**src/sfsp_pkg.sv**
```systemverilog
package sfsp_pkg;

    // array geometry
    localparam int unsigned ADDR_W = 24;
    localparam int unsigned SECTOR_BYTES = 4096;
    localparam int unsigned HALF_BLOCK_BYTES = 32768;
    localparam int unsigned BLOCK_BYTES = 65536;
    localparam int unsigned SECTOR_COUNT = 256;
    localparam logic [23:0] SECTOR_MASK = 24'hFFF000;
    localparam logic [23:0] HALF_MASK = 24'hFF8000;
    localparam logic [23:0] BLOCK_MASK = 24'hFF0000;

    // protected region upper limits, region always starts at zero
    localparam logic [23:0] LIM_CODE1 = 24'h0FDFFF;
    localparam logic [23:0] LIM_CODE2 = 24'h0FBFFF;
    localparam logic [23:0] LIM_CODE3 = 24'h0F7FFF;
    localparam logic [23:0] LIM_CODE4 = 24'h0EFFFF;
    localparam logic [23:0] LIM_CODE5 = 24'h0DFFFF;
    localparam logic [23:0] LIM_CODE6 = 24'h0BFFFF;

    // instruction codes
    localparam logic [7:0] OP_WREN = 8'h06;
    localparam logic [7:0] OP_WRDI = 8'h04;
    localparam logic [7:0] OP_STATUS_READ_INSTR = 8'h05;
    localparam logic [7:0] OP_STATUS_WRITE_INSTR = 8'h01;
    localparam logic [7:0] OP_PP = 8'h02;
    localparam logic [7:0] OP_PP_FAST = 8'hF2;
    localparam logic [7:0] OP_SE = 8'h20;
    localparam logic [7:0] OP_BE32 = 8'h52;
    localparam logic [7:0] OP_BE64 = 8'hD8;
    localparam logic [7:0] OP_CE_A = 8'hC7;
    localparam logic [7:0] OP_CE_B = 8'h60;
    localparam logic [7:0] OP_DP = 8'hB9;
    localparam logic [7:0] OP_RDP = 8'hAB;
    localparam logic [7:0] OP_DUAL = 8'h3B;

    // status field positions
    localparam int unsigned ST_BUSY = 0;
    localparam int unsigned ST_WEL = 1;
    localparam int unsigned ST_BP_LO = 2;
    localparam int unsigned ST_LOCK = 7;

    // values after reset
    localparam logic RST_LOCK = 1'b0;
    localparam logic [2:0] RST_BP = 3'h0;

    // frame byte counts, last bit index and last pair index
    localparam logic [2:0] BYTES_ONE = 3'h1;
    localparam logic [2:0] BYTES_STATUS_WRITE_INSTR = 3'h2;
    localparam logic [2:0] BYTES_ADDR = 3'h4;
    localparam logic [2:0] BYTES_PP_MIN = 3'h5;
    localparam logic [2:0] BYTES_DUAL = 3'h5;
    localparam logic [2:0] BYTES_SAT = 3'h7;
    localparam logic [2:0] BIT_LAST = 3'h7;
    localparam logic [1:0] PAIR_LAST = 2'h3;

    // synchronised pin indices and reset levels
    localparam int unsigned PIN_COUNT = 5;
    localparam int unsigned PIN_SCLK = 0;
    localparam int unsigned PIN_CS_N = 1;
    localparam int unsigned PIN_SI = 2;
    localparam int unsigned PIN_WP_N = 3;
    localparam int unsigned PIN_POR = 4;
    // chip select resets low so only a real high arms the first select
    localparam logic [4:0] PIN_RST = 5'h08;

    typedef enum logic [2:0] {
        CYC_NONE = 3'b000,
        CYC_PP = 3'b001,
        CYC_SE = 3'b010,
        CYC_BE32 = 3'b011,
        CYC_BE64 = 3'b100,
        CYC_CE = 3'b101,
        CYC_STATUS_WRITE_INSTR = 3'b110
    } sfsp_cyc_e;

    typedef enum logic [1:0] {
        FR_WAIT_HIGH = 2'b00,
        FR_IDLE = 2'b01,
        FR_SHIFT = 2'b10
    } sfsp_fr_e;

    typedef struct packed {
        sfsp_cyc_e kind;
        logic [23:0] addr;
        logic [7:0] status;
    } sfsp_cyc_s;

endpackage

```
**src/sfsp_pin_sync.sv**
```systemverilog
`timescale 1ns/10ps
module sfsp_pin_sync #(
    parameter logic RST_VAL = 1'b0
) (
    input wire logic i_clk_sys,
    input wire logic i_reset,
    input wire logic i_pin,
    output logic o_level
);
    logic [2:0] stg_q;
    logic [2:0] stg_d;
    logic lvl_q;
    logic lvl_d;

    // change counts only once stages two and three agree
    always_comb begin
        stg_d = {stg_q[1:0], i_pin};
        lvl_d = (stg_q[1] == stg_q[2]) ? stg_q[2] : lvl_q;
    end

    always_ff @(posedge i_clk_sys or posedge i_reset) begin
        if (i_reset) begin
            stg_q <= {3{RST_VAL}};
            lvl_q <= RST_VAL;
        end else begin
            stg_q <= stg_d;
            lvl_q <= lvl_d;
        end
    end

    assign o_level = lvl_q;
endmodule // sfsp_pin_sync

```
**src/sfsp_status_protect.sv**
```systemverilog
`timescale 1ns/10ps
module sfsp_status_protect #(
    parameter int unsigned ADDR_W = sfsp_pkg::ADDR_W
) (
    input wire logic i_clk_sys,
    input wire logic i_reset,
    input wire logic i_sclk,
    input wire logic i_cs_n,
    input wire logic i_lane0,
    output logic o_lane0,
    output logic o_lane0_oe,
    input wire logic i_lane1,
    output logic o_lane1,
    output logic o_lane1_oe,
    input wire logic i_wp_n,
    input wire logic i_por_hold,
    input wire logic [7:0] i_read_data,
    output logic [ADDR_W-1:0] o_read_addr,
    output logic o_cycle_start,
    output sfsp_pkg::sfsp_cyc_s o_cycle,
    input wire logic i_cycle_done,
    output logic [7:0] o_status,
    output logic o_active,
    output logic o_standby,
    output logic o_deep_pd
);
    initial begin
        if (ADDR_W != 24) begin
            $error("sfsp_status_protect: ADDR_W must be 24");
        end
    end

    logic [sfsp_pkg::PIN_COUNT-1:0] pin_raw;
    logic [sfsp_pkg::PIN_COUNT-1:0] pin_s;

    // lane 1 input stays unused: only dual output is supported
    assign pin_raw = {i_por_hold, i_wp_n, i_lane0, i_cs_n, i_sclk};

    genvar gi;
    generate
        for (gi = 0; gi < sfsp_pkg::PIN_COUNT; gi++) begin : g_sync
            sfsp_pin_sync #(
                .RST_VAL(sfsp_pkg::PIN_RST[gi])
            ) u_sync (
                .i_clk_sys(i_clk_sys),
                .i_reset(i_reset),
                .i_pin(pin_raw[gi]),
                .o_level(pin_s[gi])
            );
        end
    endgenerate

    function automatic logic prot_hit(input logic [2:0] code,
                                      input logic [23:0] a);
        logic hit;
        hit = 1'b0;
        case (code)
            3'h0: hit = 1'b0;
            3'h1: hit = (a <= sfsp_pkg::LIM_CODE1);
            3'h2: hit = (a <= sfsp_pkg::LIM_CODE2);
            3'h3: hit = (a <= sfsp_pkg::LIM_CODE3);
            3'h4: hit = (a <= sfsp_pkg::LIM_CODE4);
            3'h5: hit = (a <= sfsp_pkg::LIM_CODE5);
            3'h6: hit = (a <= sfsp_pkg::LIM_CODE6);
            default: hit = 1'b1;
        endcase
        return hit;
    endfunction

    sfsp_pkg::sfsp_fr_e fr_q, fr_d;
    logic sclk_p_q, sclk_p_d;
    logic cs_p_q, cs_p_d;
    logic [2:0] bit_q, bit_d;
    logic [2:0] byte_q, byte_d;
    logic [7:0] shift_q, shift_d;
    logic [7:0] op_q, op_d;
    logic [23:0] addr_q, addr_d;
    logic [7:0] wdata_q, wdata_d;
    logic lock_q, lock_d;
    logic [2:0] bp_q, bp_d;
    logic wel_q, wel_d;
    logic busy_q, busy_d;
    logic dpd_q, dpd_d;
    logic start_q, start_d;
    sfsp_pkg::sfsp_cyc_s cyc_q, cyc_d;
    logic so_q, so_d;
    logic so_oe_q, so_oe_d;
    logic l0_q, l0_d;
    logic l0_oe_q, l0_oe_d;
    logic [1:0] pair_q, pair_d;
    logic [23:0] raddr_q, raddr_d;

    logic rise, fall, cs_fall, cs_rise, por;
    logic [7:0] byte_in;
    logic [7:0] status;
    logic hw_locked;

    assign por = pin_s[sfsp_pkg::PIN_POR];
    assign rise = pin_s[sfsp_pkg::PIN_SCLK] & ~sclk_p_q;
    assign fall = ~pin_s[sfsp_pkg::PIN_SCLK] & sclk_p_q;
    assign cs_fall = ~pin_s[sfsp_pkg::PIN_CS_N] & cs_p_q;
    assign cs_rise = pin_s[sfsp_pkg::PIN_CS_N] & ~cs_p_q;
    assign byte_in = {shift_q[6:0], pin_s[sfsp_pkg::PIN_SI]};
    assign hw_locked = lock_q & ~pin_s[sfsp_pkg::PIN_WP_N];
    assign status = {lock_q, 2'b00, bp_q, wel_q, busy_q};

    always_comb begin
        fr_d = fr_q;
        sclk_p_d = pin_s[sfsp_pkg::PIN_SCLK];
        cs_p_d = pin_s[sfsp_pkg::PIN_CS_N];
        bit_d = bit_q;
        byte_d = byte_q;
        shift_d = shift_q;
        op_d = op_q;
        addr_d = addr_q;
        wdata_d = wdata_q;
        lock_d = lock_q;
        bp_d = bp_q;
        wel_d = wel_q;
        busy_d = busy_q;
        dpd_d = dpd_q;
        start_d = 1'b0;
        cyc_d = cyc_q;
        so_d = so_q;
        so_oe_d = so_oe_q;
        l0_d = l0_q;
        l0_oe_d = l0_oe_q;
        pair_d = pair_q;
        raddr_d = raddr_q;

        if (busy_q && i_cycle_done) begin
            busy_d = 1'b0;
            wel_d = 1'b0;
        end

        case (fr_q)
            // wait for a high chip select
            sfsp_pkg::FR_WAIT_HIGH: begin
                if (pin_s[sfsp_pkg::PIN_CS_N]) begin
                    fr_d = sfsp_pkg::FR_IDLE;
                end
            end
            sfsp_pkg::FR_IDLE: begin
                if (cs_fall) begin
                    fr_d = sfsp_pkg::FR_SHIFT;
                    bit_d = 3'h0;
                    byte_d = 3'h0;
                    pair_d = 2'h0;
                end
            end
            sfsp_pkg::FR_SHIFT: begin
                // mode 0 and 3 both idle-safe here
                if (rise) begin
                    shift_d = byte_in;
                    bit_d = bit_q + 3'h1;
                    if (bit_q == sfsp_pkg::BIT_LAST) begin
                        if (byte_q != sfsp_pkg::BYTES_SAT) begin
                            byte_d = byte_q + 3'h1;
                        end
                        case (byte_q)
                            3'h0: op_d = byte_in;
                            3'h1: begin
                                addr_d[23:16] = byte_in;
                                wdata_d = byte_in;
                            end
                            3'h2: addr_d[15:8] = byte_in;
                            3'h3: addr_d[7:0] = byte_in;
                            default: ;
                        endcase
                    end
                end
                if (fall && byte_q != 3'h0 && !dpd_q) begin
                    if (op_q == sfsp_pkg::OP_STATUS_READ_INSTR) begin
                        so_d = status[3'h7 - bit_q];
                        so_oe_d = 1'b1;
                    end
                    // two lanes, odd bits on lane one
                    if (op_q == sfsp_pkg::OP_DUAL &&
                        byte_q >= sfsp_pkg::BYTES_DUAL) begin
                        if (!so_oe_q) begin
                            raddr_d = addr_q;
                        end
                        so_d = i_read_data[3'h7 - {pair_q, 1'b0}];
                        l0_d = i_read_data[3'h6 - {pair_q, 1'b0}];
                        so_oe_d = 1'b1;
                        l0_oe_d = 1'b1;
                        pair_d = pair_q + 2'h1;
                        if (pair_q == sfsp_pkg::PAIR_LAST) begin
                            raddr_d = (so_oe_q ? raddr_q : addr_q) + 24'h1;
                        end
                    end
                end
                if (cs_rise) begin
                    fr_d = sfsp_pkg::FR_IDLE;
                    so_oe_d = 1'b0;
                    l0_oe_d = 1'b0;
                    // whole bytes only; a cut byte rejects the command
                    if (bit_q == 3'h0) begin
                        if (dpd_q) begin
                            if (op_q == sfsp_pkg::OP_RDP) begin
                                dpd_d = 1'b0;
                            end
                        end else if (!busy_q) begin
                            case (op_q)
                                sfsp_pkg::OP_WREN: begin
                                    if (byte_q == sfsp_pkg::BYTES_ONE) begin
                                        wel_d = 1'b1;
                                    end
                                end
                                sfsp_pkg::OP_WRDI: begin
                                    if (byte_q == sfsp_pkg::BYTES_ONE) begin
                                        wel_d = 1'b0;
                                    end
                                end
                                sfsp_pkg::OP_DP: begin
                                    if (byte_q == sfsp_pkg::BYTES_ONE) begin
                                        dpd_d = 1'b1;
                                    end
                                end
                                sfsp_pkg::OP_STATUS_WRITE_INSTR: begin
                                    if (byte_q == sfsp_pkg::BYTES_STATUS_WRITE_INSTR &&
                                        wel_q && !hw_locked) begin
                                        lock_d = wdata_q[sfsp_pkg::ST_LOCK];
                                        bp_d = wdata_q[
                                            sfsp_pkg::ST_BP_LO +: 3];
                                        busy_d = 1'b1;
                                        start_d = 1'b1;
                                        cyc_d.kind = sfsp_pkg::CYC_STATUS_WRITE_INSTR;
                                        cyc_d.addr = 24'h0;
                                        cyc_d.status = wdata_q;
                                    end
                                end
                                sfsp_pkg::OP_PP, sfsp_pkg::OP_PP_FAST: begin
                                    if (byte_q >= sfsp_pkg::BYTES_PP_MIN &&
                                        wel_q && !prot_hit(bp_q, addr_q)) begin
                                        busy_d = 1'b1;
                                        start_d = 1'b1;
                                        cyc_d.kind = sfsp_pkg::CYC_PP;
                                        cyc_d.addr = addr_q;
                                        cyc_d.status = status;
                                    end
                                end
                                sfsp_pkg::OP_SE, sfsp_pkg::OP_BE32,
                                sfsp_pkg::OP_BE64: begin
                                    cyc_d.kind = (op_q == sfsp_pkg::OP_SE) ?
                                        sfsp_pkg::CYC_SE :
                                        (op_q == sfsp_pkg::OP_BE32) ?
                                        sfsp_pkg::CYC_BE32 :
                                        sfsp_pkg::CYC_BE64;
                                    cyc_d.addr = addr_q & (
                                        (op_q == sfsp_pkg::OP_SE) ?
                                        sfsp_pkg::SECTOR_MASK :
                                        (op_q == sfsp_pkg::OP_BE32) ?
                                        sfsp_pkg::HALF_MASK :
                                        sfsp_pkg::BLOCK_MASK);
                                    cyc_d.status = status;
                                    if (byte_q == sfsp_pkg::BYTES_ADDR &&
                                        wel_q &&
                                        !prot_hit(bp_q, cyc_d.addr)) begin
                                        busy_d = 1'b1;
                                        start_d = 1'b1;
                                    end
                                end
                                sfsp_pkg::OP_CE_A, sfsp_pkg::OP_CE_B: begin
                                    if (byte_q == sfsp_pkg::BYTES_ONE &&
                                        wel_q && bp_q == 3'h0) begin
                                        busy_d = 1'b1;
                                        start_d = 1'b1;
                                        cyc_d.kind = sfsp_pkg::CYC_CE;
                                        cyc_d.addr = 24'h0;
                                        cyc_d.status = status;
                                    end
                                end
                                default: ;
                            endcase
                        end
                    end
                end
            end
            default: fr_d = sfsp_pkg::FR_WAIT_HIGH;
        endcase

        if (por) begin
            fr_d = sfsp_pkg::FR_WAIT_HIGH;
            so_oe_d = 1'b0;
            l0_oe_d = 1'b0;
            wel_d = 1'b0;
            busy_d = 1'b0;
            dpd_d = 1'b0;
            start_d = 1'b0;
        end
    end

    always_ff @(posedge i_clk_sys or posedge i_reset) begin
        if (i_reset) begin
            fr_q <= sfsp_pkg::FR_WAIT_HIGH;
            sclk_p_q <= 1'b0;
            cs_p_q <= 1'b0;
            bit_q <= 3'h0;
            byte_q <= 3'h0;
            shift_q <= 8'h00;
            op_q <= 8'h00;
            addr_q <= 24'h000000;
            wdata_q <= 8'h00;
            lock_q <= sfsp_pkg::RST_LOCK;
            bp_q <= sfsp_pkg::RST_BP;
            wel_q <= 1'b0;
            busy_q <= 1'b0;
            dpd_q <= 1'b0;
            start_q <= 1'b0;
            cyc_q <= '0;
            so_q <= 1'b0;
            so_oe_q <= 1'b0;
            l0_q <= 1'b0;
            l0_oe_q <= 1'b0;
            pair_q <= 2'h0;
            raddr_q <= 24'h000000;
        end else begin
            fr_q <= fr_d;
            sclk_p_q <= sclk_p_d;
            cs_p_q <= cs_p_d;
            bit_q <= bit_d;
            byte_q <= byte_d;
            shift_q <= shift_d;
            op_q <= op_d;
            addr_q <= addr_d;
            wdata_q <= wdata_d;
            lock_q <= lock_d;
            bp_q <= bp_d;
            wel_q <= wel_d;
            busy_q <= busy_d;
            dpd_q <= dpd_d;
            start_q <= start_d;
            cyc_q <= cyc_d;
            so_q <= so_d;
            so_oe_q <= so_oe_d;
            l0_q <= l0_d;
            l0_oe_q <= l0_oe_d;
            pair_q <= pair_d;
            raddr_q <= raddr_d;
        end
    end

    assign o_lane1 = so_q;
    assign o_lane1_oe = so_oe_q;
    assign o_lane0 = l0_q;
    assign o_lane0_oe = l0_oe_q;
    // next byte address is shown early so the array data settles
    assign o_read_addr = so_oe_q ? raddr_q : addr_q;
    assign o_cycle_start = start_q;
    assign o_cycle = cyc_q;
    assign o_status = status;
    // active while selected, standby when deselected and not busy
    assign o_active = (fr_q == sfsp_pkg::FR_SHIFT);
    assign o_standby = (fr_q != sfsp_pkg::FR_SHIFT) & ~busy_q;
    assign o_deep_pd = dpd_q;
endmodule // sfsp_status_protect

```
**config.mk**
```make
export PLATFORM = sky130hd
export DESIGN_NAME = sfsp_status_protect
export DESIGN_NICKNAME = d
export VERILOG_FILES = /design/src/sfsp_pkg.sv /design/src/sfsp_pin_sync.sv /design/src/sfsp_status_protect.sv
export SDC_FILE = /design/constraint.sdc
export NUM_CORES = 1
export LEC_CHECK = 0
export BUFFER_PORTS_ARGS = -buffer_cell sky130_fd_sc_hd__buf_2
export CORE_MARGIN = 4
export CORE_UTILIZATION = 34
export CTS_BUF_LIST = sky130_fd_sc_hd__clkbuf_16
export DETAILED_ROUTE_END_ITERATION = 6
export PLACE_DENSITY = 0.64
export SLEW_MARGIN = 0
export SYNTH_ARGS = -nofsm -noshare
export SYNTH_HDL_FRONTEND = slang
export SYNTH_SLANG_ARGS = --single-unit
```
**constraint.sdc**
```tcl
create_clock -name i_clk_sys -period 11.3 [get_ports i_clk_sys]
set_input_delay 2.26 -clock i_clk_sys [delete_from_list [all_inputs] [get_ports i_clk_sys]]
set_output_delay 2.26 -clock i_clk_sys [all_outputs]
set_load 0.02 [all_outputs]
```
# After elaboration in Yosys (flattened, before gate mapping)
# Index checks and enable logic that the tools add are counted.
# Widths: inputs -> output; s select.
# word_totals
out_inout_bits	75
elab_cells	269
ff_bits	142
inputBits	17
# classes
muxes	101
n_lt_le_gt_ge	16
bitwise_logic	14
n_reduce_logical	49
add_sub_neg	7
eq_ne	47
# ops
cell	n
$le 24x20->1 const B	12
$pmux 35 s4	1
$mux 35	3
$mux 1	67
$mux 24	2
$eq 8x8->1 const B	5
$mux 16	2
$add 24x1->24 const B	1
$and 24x24->24	1
$eq 8x3->1 const B	3
$mux 3	7
$reduce_and 3->1	7
$reduce_and 4->1	5
$eq 8x6->1 const B	2
$eq 8x7->1 const B	2
$eq 3x3->1 const B	5
$mux 2	7
$pmux 1 s7	2
$eq 3x2->1 const B	4
$logic_and 1x1->1	12
$lt 3x4->1 const B	3
$pmux 3 s2	2
$ne 2x1->1 const B	5
$ne 2x2->1 const B	5
32 further kinds	69

# Longest topological paths before layout
# Gate-level depths: netlist of the first run.
# logic_depth
depth_word	22
mapped_depth	11
ltp_nobuf	8

# Modules after synthesis
# A second synthesis of the first run with hierarchy kept.
# hier_totals
cells_unflattened	678
area_unflattened_um2	7273.2
# by_module_without_submodules
mod	area_each_um2	n_inst	cells_each	seq_area_each_um2
sfsp_status_protect	6692.7	1	648	3052.9
sfsp_pin_sync (g_sync[0].u_sync ...)	115.1	4	6	100.1
sfsp_pin_sync (g_sync[3].u_sync)	120.1	1	6	105.1

# Worst setup path before layout of the first run
# OpenSTA, ideal clock, no wires.
# synth_timing
path_kind	reg-to-output
from	register so_oe_q, in the netlist o_lane1_oe
to	output o_read_addr[12]
arrival_time_ns	1.645
slack_ns	7.395
path_stages_with_launch	7
n_path_buf	4
t_required_ns	9.040
cell_sequence	dfrtp_1 -> buf_6 -> buf_6 -> buf_4 -> buf_2 -> mux2i_1 -> inv_1
# synth_between
elab_chain_len	1
# synth_rtl
element	line_no	text
start: declaration	sfsp_status_protect.sv:87	logic so_oe_q, so_oe_d;
start signal: assignment	sfsp_status_protect.sv:336	so_oe_q <= so_oe_d;
$mux 24	-	
end: declaration	sfsp_status_protect.sv:18	output logic [ADDR_W-1:0] o_read_addr,
# Every way passes these cells.

# Worst setup path after layout of the first run
# layout_timing
from	register so_oe_q, in the netlist o_lane1_oe
to	output o_read_addr[17]
# The elaborated chain is that of the path after synthesis.

==> results of run 1 <==
registers in the layout, summed over array words and instances (netlist names), 2 cells and up:
register               count
addr_q                    24
bit_q                      3
bp_q                       3
byte_q                     3
fr_q                       2
g_sync.u_sync.o_level      5
g_sync.u_sync.stg_q       15
o_cycle                   35
op_q                       8
pair_q                     2
raddr_q                   24
shift_q                    7
area by class of cell:
cell class	instances	area, µm²	share of cell area (%)
inverter	28	110	1.30
multi-input combinational	437	3370	39.8
clock buffer	17	425	5.03
timing repair buffer	91	463	5.47
sequential	142	3560	42.1
tap	270	338	3.99
clock inverter	15	196	2.32
placed cells by master (no fill, tap or decap), types with 14 or more instances in the layout:
master	netlist	routed
nand2_1	62	62
clkbuf_16	0	17
nand3_1	19	19
o21ai_0	30	30
dfrtp_1	138	138
xnor2_1	17	17
inv_1	28	28
nor2_1	24	24
mux2_2	65	65
a22o_1	22	22
buf_2	8	88
mux2i_1	18	18
ha_1	14	14
path summary, 6_finish.rpt:
path,end,cells past startpoint,slack (ps),from
min in group asynchronous,raddr_q[1]$_DFFE_PP0P_,2,1980,i_reset
max in group asynchronous,bp_q[2]$_DFFE_PP0P_,3,8050,i_reset
min reg2reg,g_sync[4].u_sync.stg_q[1]$_DFF_PP0_,0,350,g_sync[4].u_sync.stg_q[0]$_DFF_PP0_
min,g_sync[4].u_sync.stg_q[1]$_DFF_PP0_,0,350,g_sync[4].u_sync.stg_q[0]$_DFF_PP0_
max,o_read_addr[17],4,6950,o_lane1_oe$_DFFE_PP0P_
max reg2reg,o_cycle[1]$_DFFE_PP0P_,8,8050,fr_q[0]$_DFFE_PP0P_
cell families after synthesis:
| family | count (synthesis) | share of synthesized area, % |
|---|---|---|
| buffers and inverters | 57 | 3.81 |
| AND/OR/NAND/NOR | 195 | 15.2 |
| AO/OA/AOI/OAI | 113 | 12.0 |
| adder cells (fa/ha/maj) | 19 | 3.13 |
| multiplexers | 88 | 14.0 |
| flip-flops | 142 | 49.4 |
| XOR/XNOR | 20 | 2.43 |
| other | 1 | 0.0521 |
through the flow:
| step | worst slack, ps | std cells |
|---|---|---|
| after floorplan | 5240 | 636 |
| after global placement | 7400 | 968 |
| after detailed placement | 7390 | 968 |
| after CTS | 6930 | 1000 |
| after global routing | 6820 | 1000 |
| final | 6950 | 1000 |
routing by layer:
layer / GRT usage (%) / up-vias
met3: 3.65 / 14
met5: 0 / -
met1: 19.9 / 2536
met4: 4.84 / 0
li1: - / 2443
met2: 23.2 / 115
power breakdown:
group	internal (W)	switching, W	leakage [nW]
combinational	0.0000280	0.0000488	1.86
clock	0.000369	0.000225	0.304
sequential	0.000522	0.0000163	1.92
total	0.000919	0.000290	4.09
==> flow_metrics.tcl, run 1 <==
set metrics [dict create \
    period_share_pct 38.5 \
    cts_root_buf "clkbuf_16" \
    synthTopCellsByCount "138 x dfrtp_1, 65 x mux2_2, 62 x nand2_1" \
    yosys.area.top_type "dfrtp_1" \
    drc 0 \
    path_clk_slew_ps 60 \
    post_cts_buffers 0 \
    cts-resized-gates 0 \
    status "finished, final reports clean" \
    end_kind "output port" \
    hpwl_um 11900 \
    slew_viol_final 0 \
    path_delay_family "buffers and inverters" \
    row_count 52 \
    min_period_ps 4350 \
    yosys_warnings 0 \
    synthCells 635 \
    nets 748 \
    finClkSkew_ps 12.0 \
    fmaxAchievable_ghz 0.230 \
    ys_ff_latch 142 \
    final_cell_area_mm2 0.00846 \
    vias 5108 \
    pwr_density_cell_mw_per_mm2 143 \
    cp_data_required_time_ps 9040 \
    die_w_um 154 \
    crit_path_max_incr_delay_ps 530 \
    max_slew.worst_pin.slew_ps 774 \
    syn_area_per_cell_um2 11.3 \
    peakVddDrop_mv 0.0910 \
    hold_class "reg2reg" \
    maxCapViolCount 0 \
    top_layer_used "met4" \
    drive_gt1_share_pct 29.2 \
    gp_congestion 0.872 \
    die_area_mm2 0.0236 \
    overflow 0 \
    start_kind "register" \
    crit_buf_inv 3 \
    synth_edf_count 0 \
    ys_seq_area_share_pct 49.4 \
    cts_buffer_depth 2 \
    yosysMostFrequentCell "dfrtp_1" \
    path_max_fanout 39 \
    clk_latency_ps 430 \
    wl_met1_um 7940 \
    io_buffers 88 \
    drt_iter0_markers 309 \
    cts_tree "done" \
    diodes 0 \
    via_per_inst 5.11 \
    rsz0062_at_grt "no" \
    setup_viol 0 \
    dr_wl_met3_um 820 \
    cts_buffers 17 \
    ant_nets 0 \
    arrival_ps 2090 \
    yosys-top-cells-area "dfrtp_1 48%, mux2_2 10%, nand2_1 3.2%" \
    slew_headroom_pct 48.4 \
    path_class "reg2out" \
    synth.top_cell.area_share_pct 48.0 \
    final_util_pct 41.2 \
    total_power_w 0.00121 \
    dpl-instance-area_mm2 0.00784 \
    crit_slowest_cell "mux2i_1" \
    track_usage_pct 14.7 \
    grt_pass1_wl_um 27700 \
    cts-htree-levels 4 \
    synthToLayoutAreaGrowth_pct 17.5 \
    first_pass_iters 4 \
    synthFlopType "dfrtp_1" \
    hold_viol 0 \
    ios 92 \
    yosysUniqueCellTypes 71 \
    grt_max_degree 82 \
    antenna_found_initial 0 \
    wl_per_cell_um 17.1 \
    fin_setup_tns_ps 0 \
    syn_area_mm2 0.00720 \
    first_global_vias 5022 \
    cts_sinks 142 \
    start_util_pct 35.0 \
    hold-worst-slack_ps 351 \
    synthArstFlopShare_pct 100 \
    fill_cells 2016 \
    fp.coreArea_mm2 0.0206 \
    met2_length_um 8110 \
    die_height_um 154 \
    p_leak_nw 4.09 \
    cts_hold_buf 0 \
    wirelength_um 17100 \
    cp_cell_sequence "buf_4, mux2i_1, inv_1, buf_2" \
]
Power figures use the tool's default switching activity.
==> run 2: changes to the inputs <==
- ABC_AREA: unset -> 1
- clock period: 11.3 -> 4.3 ns (I/O delays scaled with it)
==> flow_metrics.tcl, run 2 <==
set metrics [dict create \
    status "finished, final reports clean" \
    cts_buffer_depth 2 \
    end_kind "output port" \
    path_max_fanout 36 \
    total_power_w 0.00337 \
    drt_iter0_markers 430 \
    cp_data_required_time_ps 3440 \
    synthArstFlopShare_pct 100 \
    max_slew.worst_pin.slew_ps 1110 \
    ios 92 \
    syn_area_mm2 0.00734 \
    path_class "reg2out" \
    finClkSkew_ps 8.87 \
    via_per_inst 4.75 \
    overflow 0 \
    cts_root_buf "clkbuf_16" \
    reg2reg_slack_ps 1120 \
    drive_gt1_share_pct 16.0 \
    dp.cells 1280 \
    setup_viol 0 \
    p_int_w 0.00246 \
    arrival_ps 2630 \
    min_period_ps 3490 \
    yosys-top-cells-area "dfrtp_1 47%, nand2_1 13%, o21ai_0 7.0%" \
    path_clk_slew_ps 60 \
    pwr_density_cell_mw_per_mm2 391 \
    track_usage_pct 16.5 \
    hold_viol 0 \
    slew_viol_final 0 \
    worst_slack_ps 808 \
    seq_area_mm2 0.00356 \
    vias 6230 \
    die_w_um 155 \
    clk_latency_ps 430 \
    clkPwrFrac_pct 47.4 \
    drc 0 \
    syn_area_per_cell_um2 7.78 \
    p_sw_share_pct 27.0 \
    rsz0062_at_grt "no" \
    yosysUniqueCellTypes 43 \
    io_buffers 88 \
    ys_ff_latch 142 \
    yosysMostFrequentCell "nand2_1" \
    largest_register_ff_count 35 \
    fin_setup_tns_ps 0 \
    hpwl_um 14000 \
    period_share_pct 81.2 \
    antenna_found_initial 0 \
    start_kind "register" \
    p_leak_nw 4.12 \
    nets 1055 \
    diodes 0 \
    post_cts_buffers 0 \
    wirelength_um 19000 \
    die_height_um 155 \
    grt_pass1_wl_um 31800 \
    cts_sinks 142 \
    fp.coreArea_mm2 0.0212 \
    yosys.area.top_type "dfrtp_1" \
    final_util_pct 40.8 \
    ys_seq_area_share_pct 48.5 \
    cts_tree "done" \
    die_area_mm2 0.0240 \
    synthToLayoutAreaGrowth_pct 17.5 \
    cts-htree-levels 4 \
    synthTopCellsByCount "249 x nand2_1, 138 x dfrtp_1, 128 x inv_1" \
    synthFlopType "dfrtp_1" \
    yosys_warnings 0 \
    pre_cts_ws_ps 1120 \
    cts_hold_buf 0 \
    maxCapViolCount 0 \
    final_cells 1312 \
    multi_input_area_mm2 0.00308 \
    slew_headroom_pct 26.0 \
    p_seq_share_pct 42.2 \
    first_global_vias 6064 \
    netSwitchingPower_w 0.000908 \
    ant_nets 0 \
    first_pass_iters 5 \
    peakVddDrop_mv 0.273 \
    synth.top_cell.area_share_pct 47.1 \
    mostFrequentLayoutCell "nand2_1" \
    synth_edf_count 0 \
    fill_cells 2152 \
    fmaxAchievable_ghz 0.286 \
    most-common-layout-cells "249 x nand2_1, 138 x dfrtp_1, 127 x inv_1, 103 x o21ai_0, 88 x buf_2" \
    gp_congestion 0.902 \
    cts_buffers 17 \
    cts-resized-gates 0 \
    synthCells 943 \
    wl_per_cell_um 14.5 \
    combinationalPowerShare_pct 10.4 \
    row_count 53 \
    hold_class "reg2reg" \
    start_util_pct 34.7 \
    grt_max_degree 143 \
]
-- run 2: final timing paths --
check                                                          from                                  end  depth (start not counted)
worst min-delay path            g_sync[0].u_sync.stg_q[0]$_DFF_PP0_  g_sync[0].u_sync.stg_q[1]$_DFF_PP0_                          0
worst min register to register  g_sync[0].u_sync.stg_q[0]$_DFF_PP0_  g_sync[0].u_sync.stg_q[1]$_DFF_PP0_                          0
worst max register to register                  op_q[7]$_DFFE_PP0P_              o_cycle[34]$_DFFE_PP0P_                         13
worst max-delay path                         o_lane1_oe$_DFFE_PP0P_                      o_read_addr[20]                          5
min in group asynchronous                                   i_reset               o_cycle[7]$_DFFE_PP0P_                          3
max in group asynchronous                                   i_reset               raddr_q[3]$_DFFE_PP0P_                          3
-- run 2: cell type report --
class                   count  area share (%)
well taps                 275            3.99
multi-input cells         631            35.7
flip-flops and latches    142            41.3
inverters                 141            6.21
repair buffers             91            5.51
clock inverters            15            2.39
clock buffers              17            4.93
-- run 2: cells by family (layout without fill, tap and decap cells) --
family / Yosys count / after routing / synth area share (%)
compound gates: 181 / 181 / 13.3
buf+inv: 171 / 264 / 9.62
flops: 142 / 142 / 48.5
other cells: 1 / 2 / 0.0511
xor+xnor: 13 / 13 / 1.55
fa+ha+maj: 19 / 19 / 3.07
simple gates: 416 / 416 / 23.9
-- run 2: stage by stage --
| step | area [µm²] | hold WS [ps] |
|---|---|---|
| detailed placement | 7990 | 335 |
| floorplan | 7350 | 331 |
| finish | 8620 | 348 |
| global route | 8620 | 351 |
| CTS | 8620 | 349 |
| global placement | 7990 | 333 |
-- run 2: worst max-delay path, cell delays in order, from the launching register on --
cell	delay [ps]
dfrtp_1	1070
inv_4	230
or2_2	340
o21ai_0	160
inv_1	190
buf_2	200
-- run 2: per-layer routing --
| metal | global-route usage, % | vias up | share of wire, % |
|---|---|---|---|
| met5 | 0 | - | 0 |
| met4 | 5.05 | 0 | 1.7 |
| met3 | 4.14 | 28 | 5.5 |
| met2 | 25.7 | 148 | 45 |
| met1 | 22.8 | 2891 | 47 |
| li1 | - | 3163 | - |
-- run 2: power by group through the flow --
stage,registers (W),logic (W),clock network (W)
after floorplan,0.00144,0.000253,0
after detailed placement,0.00145,0.000357,0
after CTS,0.00142,0.000359,0.00163
after global placement,0.00144,0.000349,0
after global routing,0.00143,0.000404,0.00170
final,0.00142,0.000352,0.00160
==> run 3: changes to the inputs <==
- ABC_AREA: 1 -> 0
- PLACE_DENSITY: 0.64 -> 0.65
- clock period: 4.3 -> 2.8 ns (I/O delays scaled with it)
==> flow_metrics.tcl, run 3 (synthesis gave the netlist of run 1 again) <==
set metrics [dict create \
    status "finished, final reports clean" \
    ant_nets 0 \
    finClkSkew_ps 7.38 \
    cts-htree-levels 4 \
    synthToLayoutAreaGrowth_pct 19.7 \
    die_height_um 154 \
    cts_tree "done" \
    fill_cells 1998 \
    path_depth 6 \
    ios 92 \
    min_period_ps 2580 \
    clk_latency_ps 420 \
    r2r_end "o_cycle[1]$_DFFE_PP0P_" \
    rsz0062_at_grt "no" \
    cts_sinks 142 \
    start_util_pct 35.0 \
    crit_slowest_cell "dfrtp_2" \
    io_buffers 88 \
    drc 0 \
    r2r.worst_path.cells 9 \
    first_pass_iters 5 \
    first_global_vias 5291 \
    final_cell_area_mm2 0.00861 \
    cts_buffers 17 \
    die_area_mm2 0.0236 \
    crit_path_max_incr_delay_ps 530 \
    fp.coreArea_mm2 0.0206 \
    path_class "reg2out" \
    cp_cell_sequence "buf_12, buf_12, mux2i_1, buf_4, inv_1, buf_2" \
    slew_viol_final 0 \
    p_leak_nw 4.17 \
    grt_pass1_wl_um 28600 \
    fmaxAchievable_ghz 0.388 \
    crit_buf_inv 5 \
    vias 5222 \
    cp-startpoint "o_lane1_oe$_DFFE_PP0P_" \
    path_max_fanout 19 \
    start_kind "register" \
    cts_hold_buf 0 \
    fin_setup_tns_ps 0 \
    cts_buffer_depth 2 \
    die_w_um 154 \
    cp_data_required_time_ps 2240 \
    max_slew.worst_pin.slew_ps 765 \
    reg2reg_slack_ps 240 \
    nets 768 \
    cts-resized-gates 0 \
    wirelength_um 17200 \
    reg2reg_from "fr_q[0]$_DFFE_PP0P_" \
    dpl-instance-area_mm2 0.00803 \
    drive_gt1_share_pct 31.1 \
    post_cts_buffers 0 \
    diodes 0 \
    largest_register_ff_count 35 \
    peakVddDrop_mv 0.333 \
    drt_iter0_markers 261 \
    antenna_found_initial 0 \
    period_share_pct 92.1 \
    slew_headroom_pct 49.0 \
    hpwl_um 12100 \
    hold_viol 0 \
    timing.critical_path.mode_cell "buf_12" \
    path_delay_family "buffers and inverters" \
    row_count 52 \
    path_clk_slew_ps 60 \
    track_usage_pct 15.1 \
    setup_viol 0 \
    mostFrequentLayoutCell "dfrtp_1" \
    gp_congestion 0.847 \
    overflow 0 \
    most-common-layout-cells "137 x dfrtp_1, 88 x buf_2, 65 x mux2_2, 62 x nand2_1, 30 x o21ai_0" \
    via_per_inst 5.12 \
    cts_root_buf "clkbuf_16" \
    wl_per_cell_um 16.9 \
    grt_max_degree 143 \
    end_kind "output port" \
    arrival_ps 2020 \
    cp-endpoint "o_read_addr[17]" \
    pwr_density_cell_mw_per_mm2 550 \
    maxCapViolCount 0 \
    hold_class "in2reg" \
]
-- run 3: where the power goes --
part	switching [W]	total [W]	internal, W
clock	0.000862	0.00224	0.00138
sequential	0.0000627	0.00217	0.00211
combinational	0.000205	0.000327	0.000122
total	0.00113	0.00474	0.00361
-- run 3: through the flow --
stage               setup WS, ps  std cells  hold slack (ps)  util, %  power (W)
floorplan                   94.6        636              331        -    0.00242
global placement             252        988              332     39.1    0.00252
detailed placement           218        988              335     39.1    0.00254
CTS                         48.9       1020              225     41.9    0.00479
global route                60.6       1020              220     41.9    0.00495
finish                       222       1020              241     41.9    0.00474
-- run 3: worst reg2reg max path: stages (launching register included) --
cell and delay, ps:
dfrtp_1 380, inv_1 110, ha_1 180, and3b_1 260, nand3b_1 160, or3_1 410, a211oi_4 300, nand3_4 100
buf_4 220, mux2_4 320
-- run 3: how the worst min path moves through the flow --
| stage | start | endpoint | slack (ps) | cells past startpoint |
|---|---|---|---|---|
| after floorplan | g_sync[0].u_sync.stg_q[0]$_DFF_PP0_ | g_sync[0].u_sync.stg_q[1]$_DFF_PP0_ | 330 | 0 |
| after global placement | g_sync[4].u_sync.stg_q[0]$_DFF_PP0_ | g_sync[4].u_sync.stg_q[1]$_DFF_PP0_ | 330 | 0 |
| after detailed placement | g_sync[0].u_sync.stg_q[0]$_DFF_PP0_ | g_sync[0].u_sync.stg_q[1]$_DFF_PP0_ | 330 | 0 |
| after CTS | i_por_hold | g_sync[4].u_sync.stg_q[0]$_DFF_PP0_ | 220 | 1 |
| after global routing | i_wp_n | g_sync[3].u_sync.stg_q[0]$_DFF_PP1_ | 220 | 1 |
| final | i_wp_n | g_sync[3].u_sync.stg_q[0]$_DFF_PP1_ | 240 | 1 |
-- run 3: area by class of cell --
| class | count | area (µm²) | area share (%) |
|---|---|---|---|
| sequential | 142 | 3560 | 41.3 |
| multi-input combinational | 437 | 3380 | 39.2 |
| timing repair buffer | 111 | 651 | 7.55 |
| clock buffer | 17 | 425 | 4.94 |
| tap | 270 | 338 | 3.92 |
| clock inverter | 15 | 156 | 1.82 |
| inverter | 28 | 109 | 1.26 |
-- run 3: routing by layer --
metal	track usage [%]	up-vias	part of all wire (%)
met4	3.87	0	1.3
met1	20.2	2586	46
met2	24.1	116	48
met5	0	-	0
met3	4.33	22	5.2
li1	-	2498	-
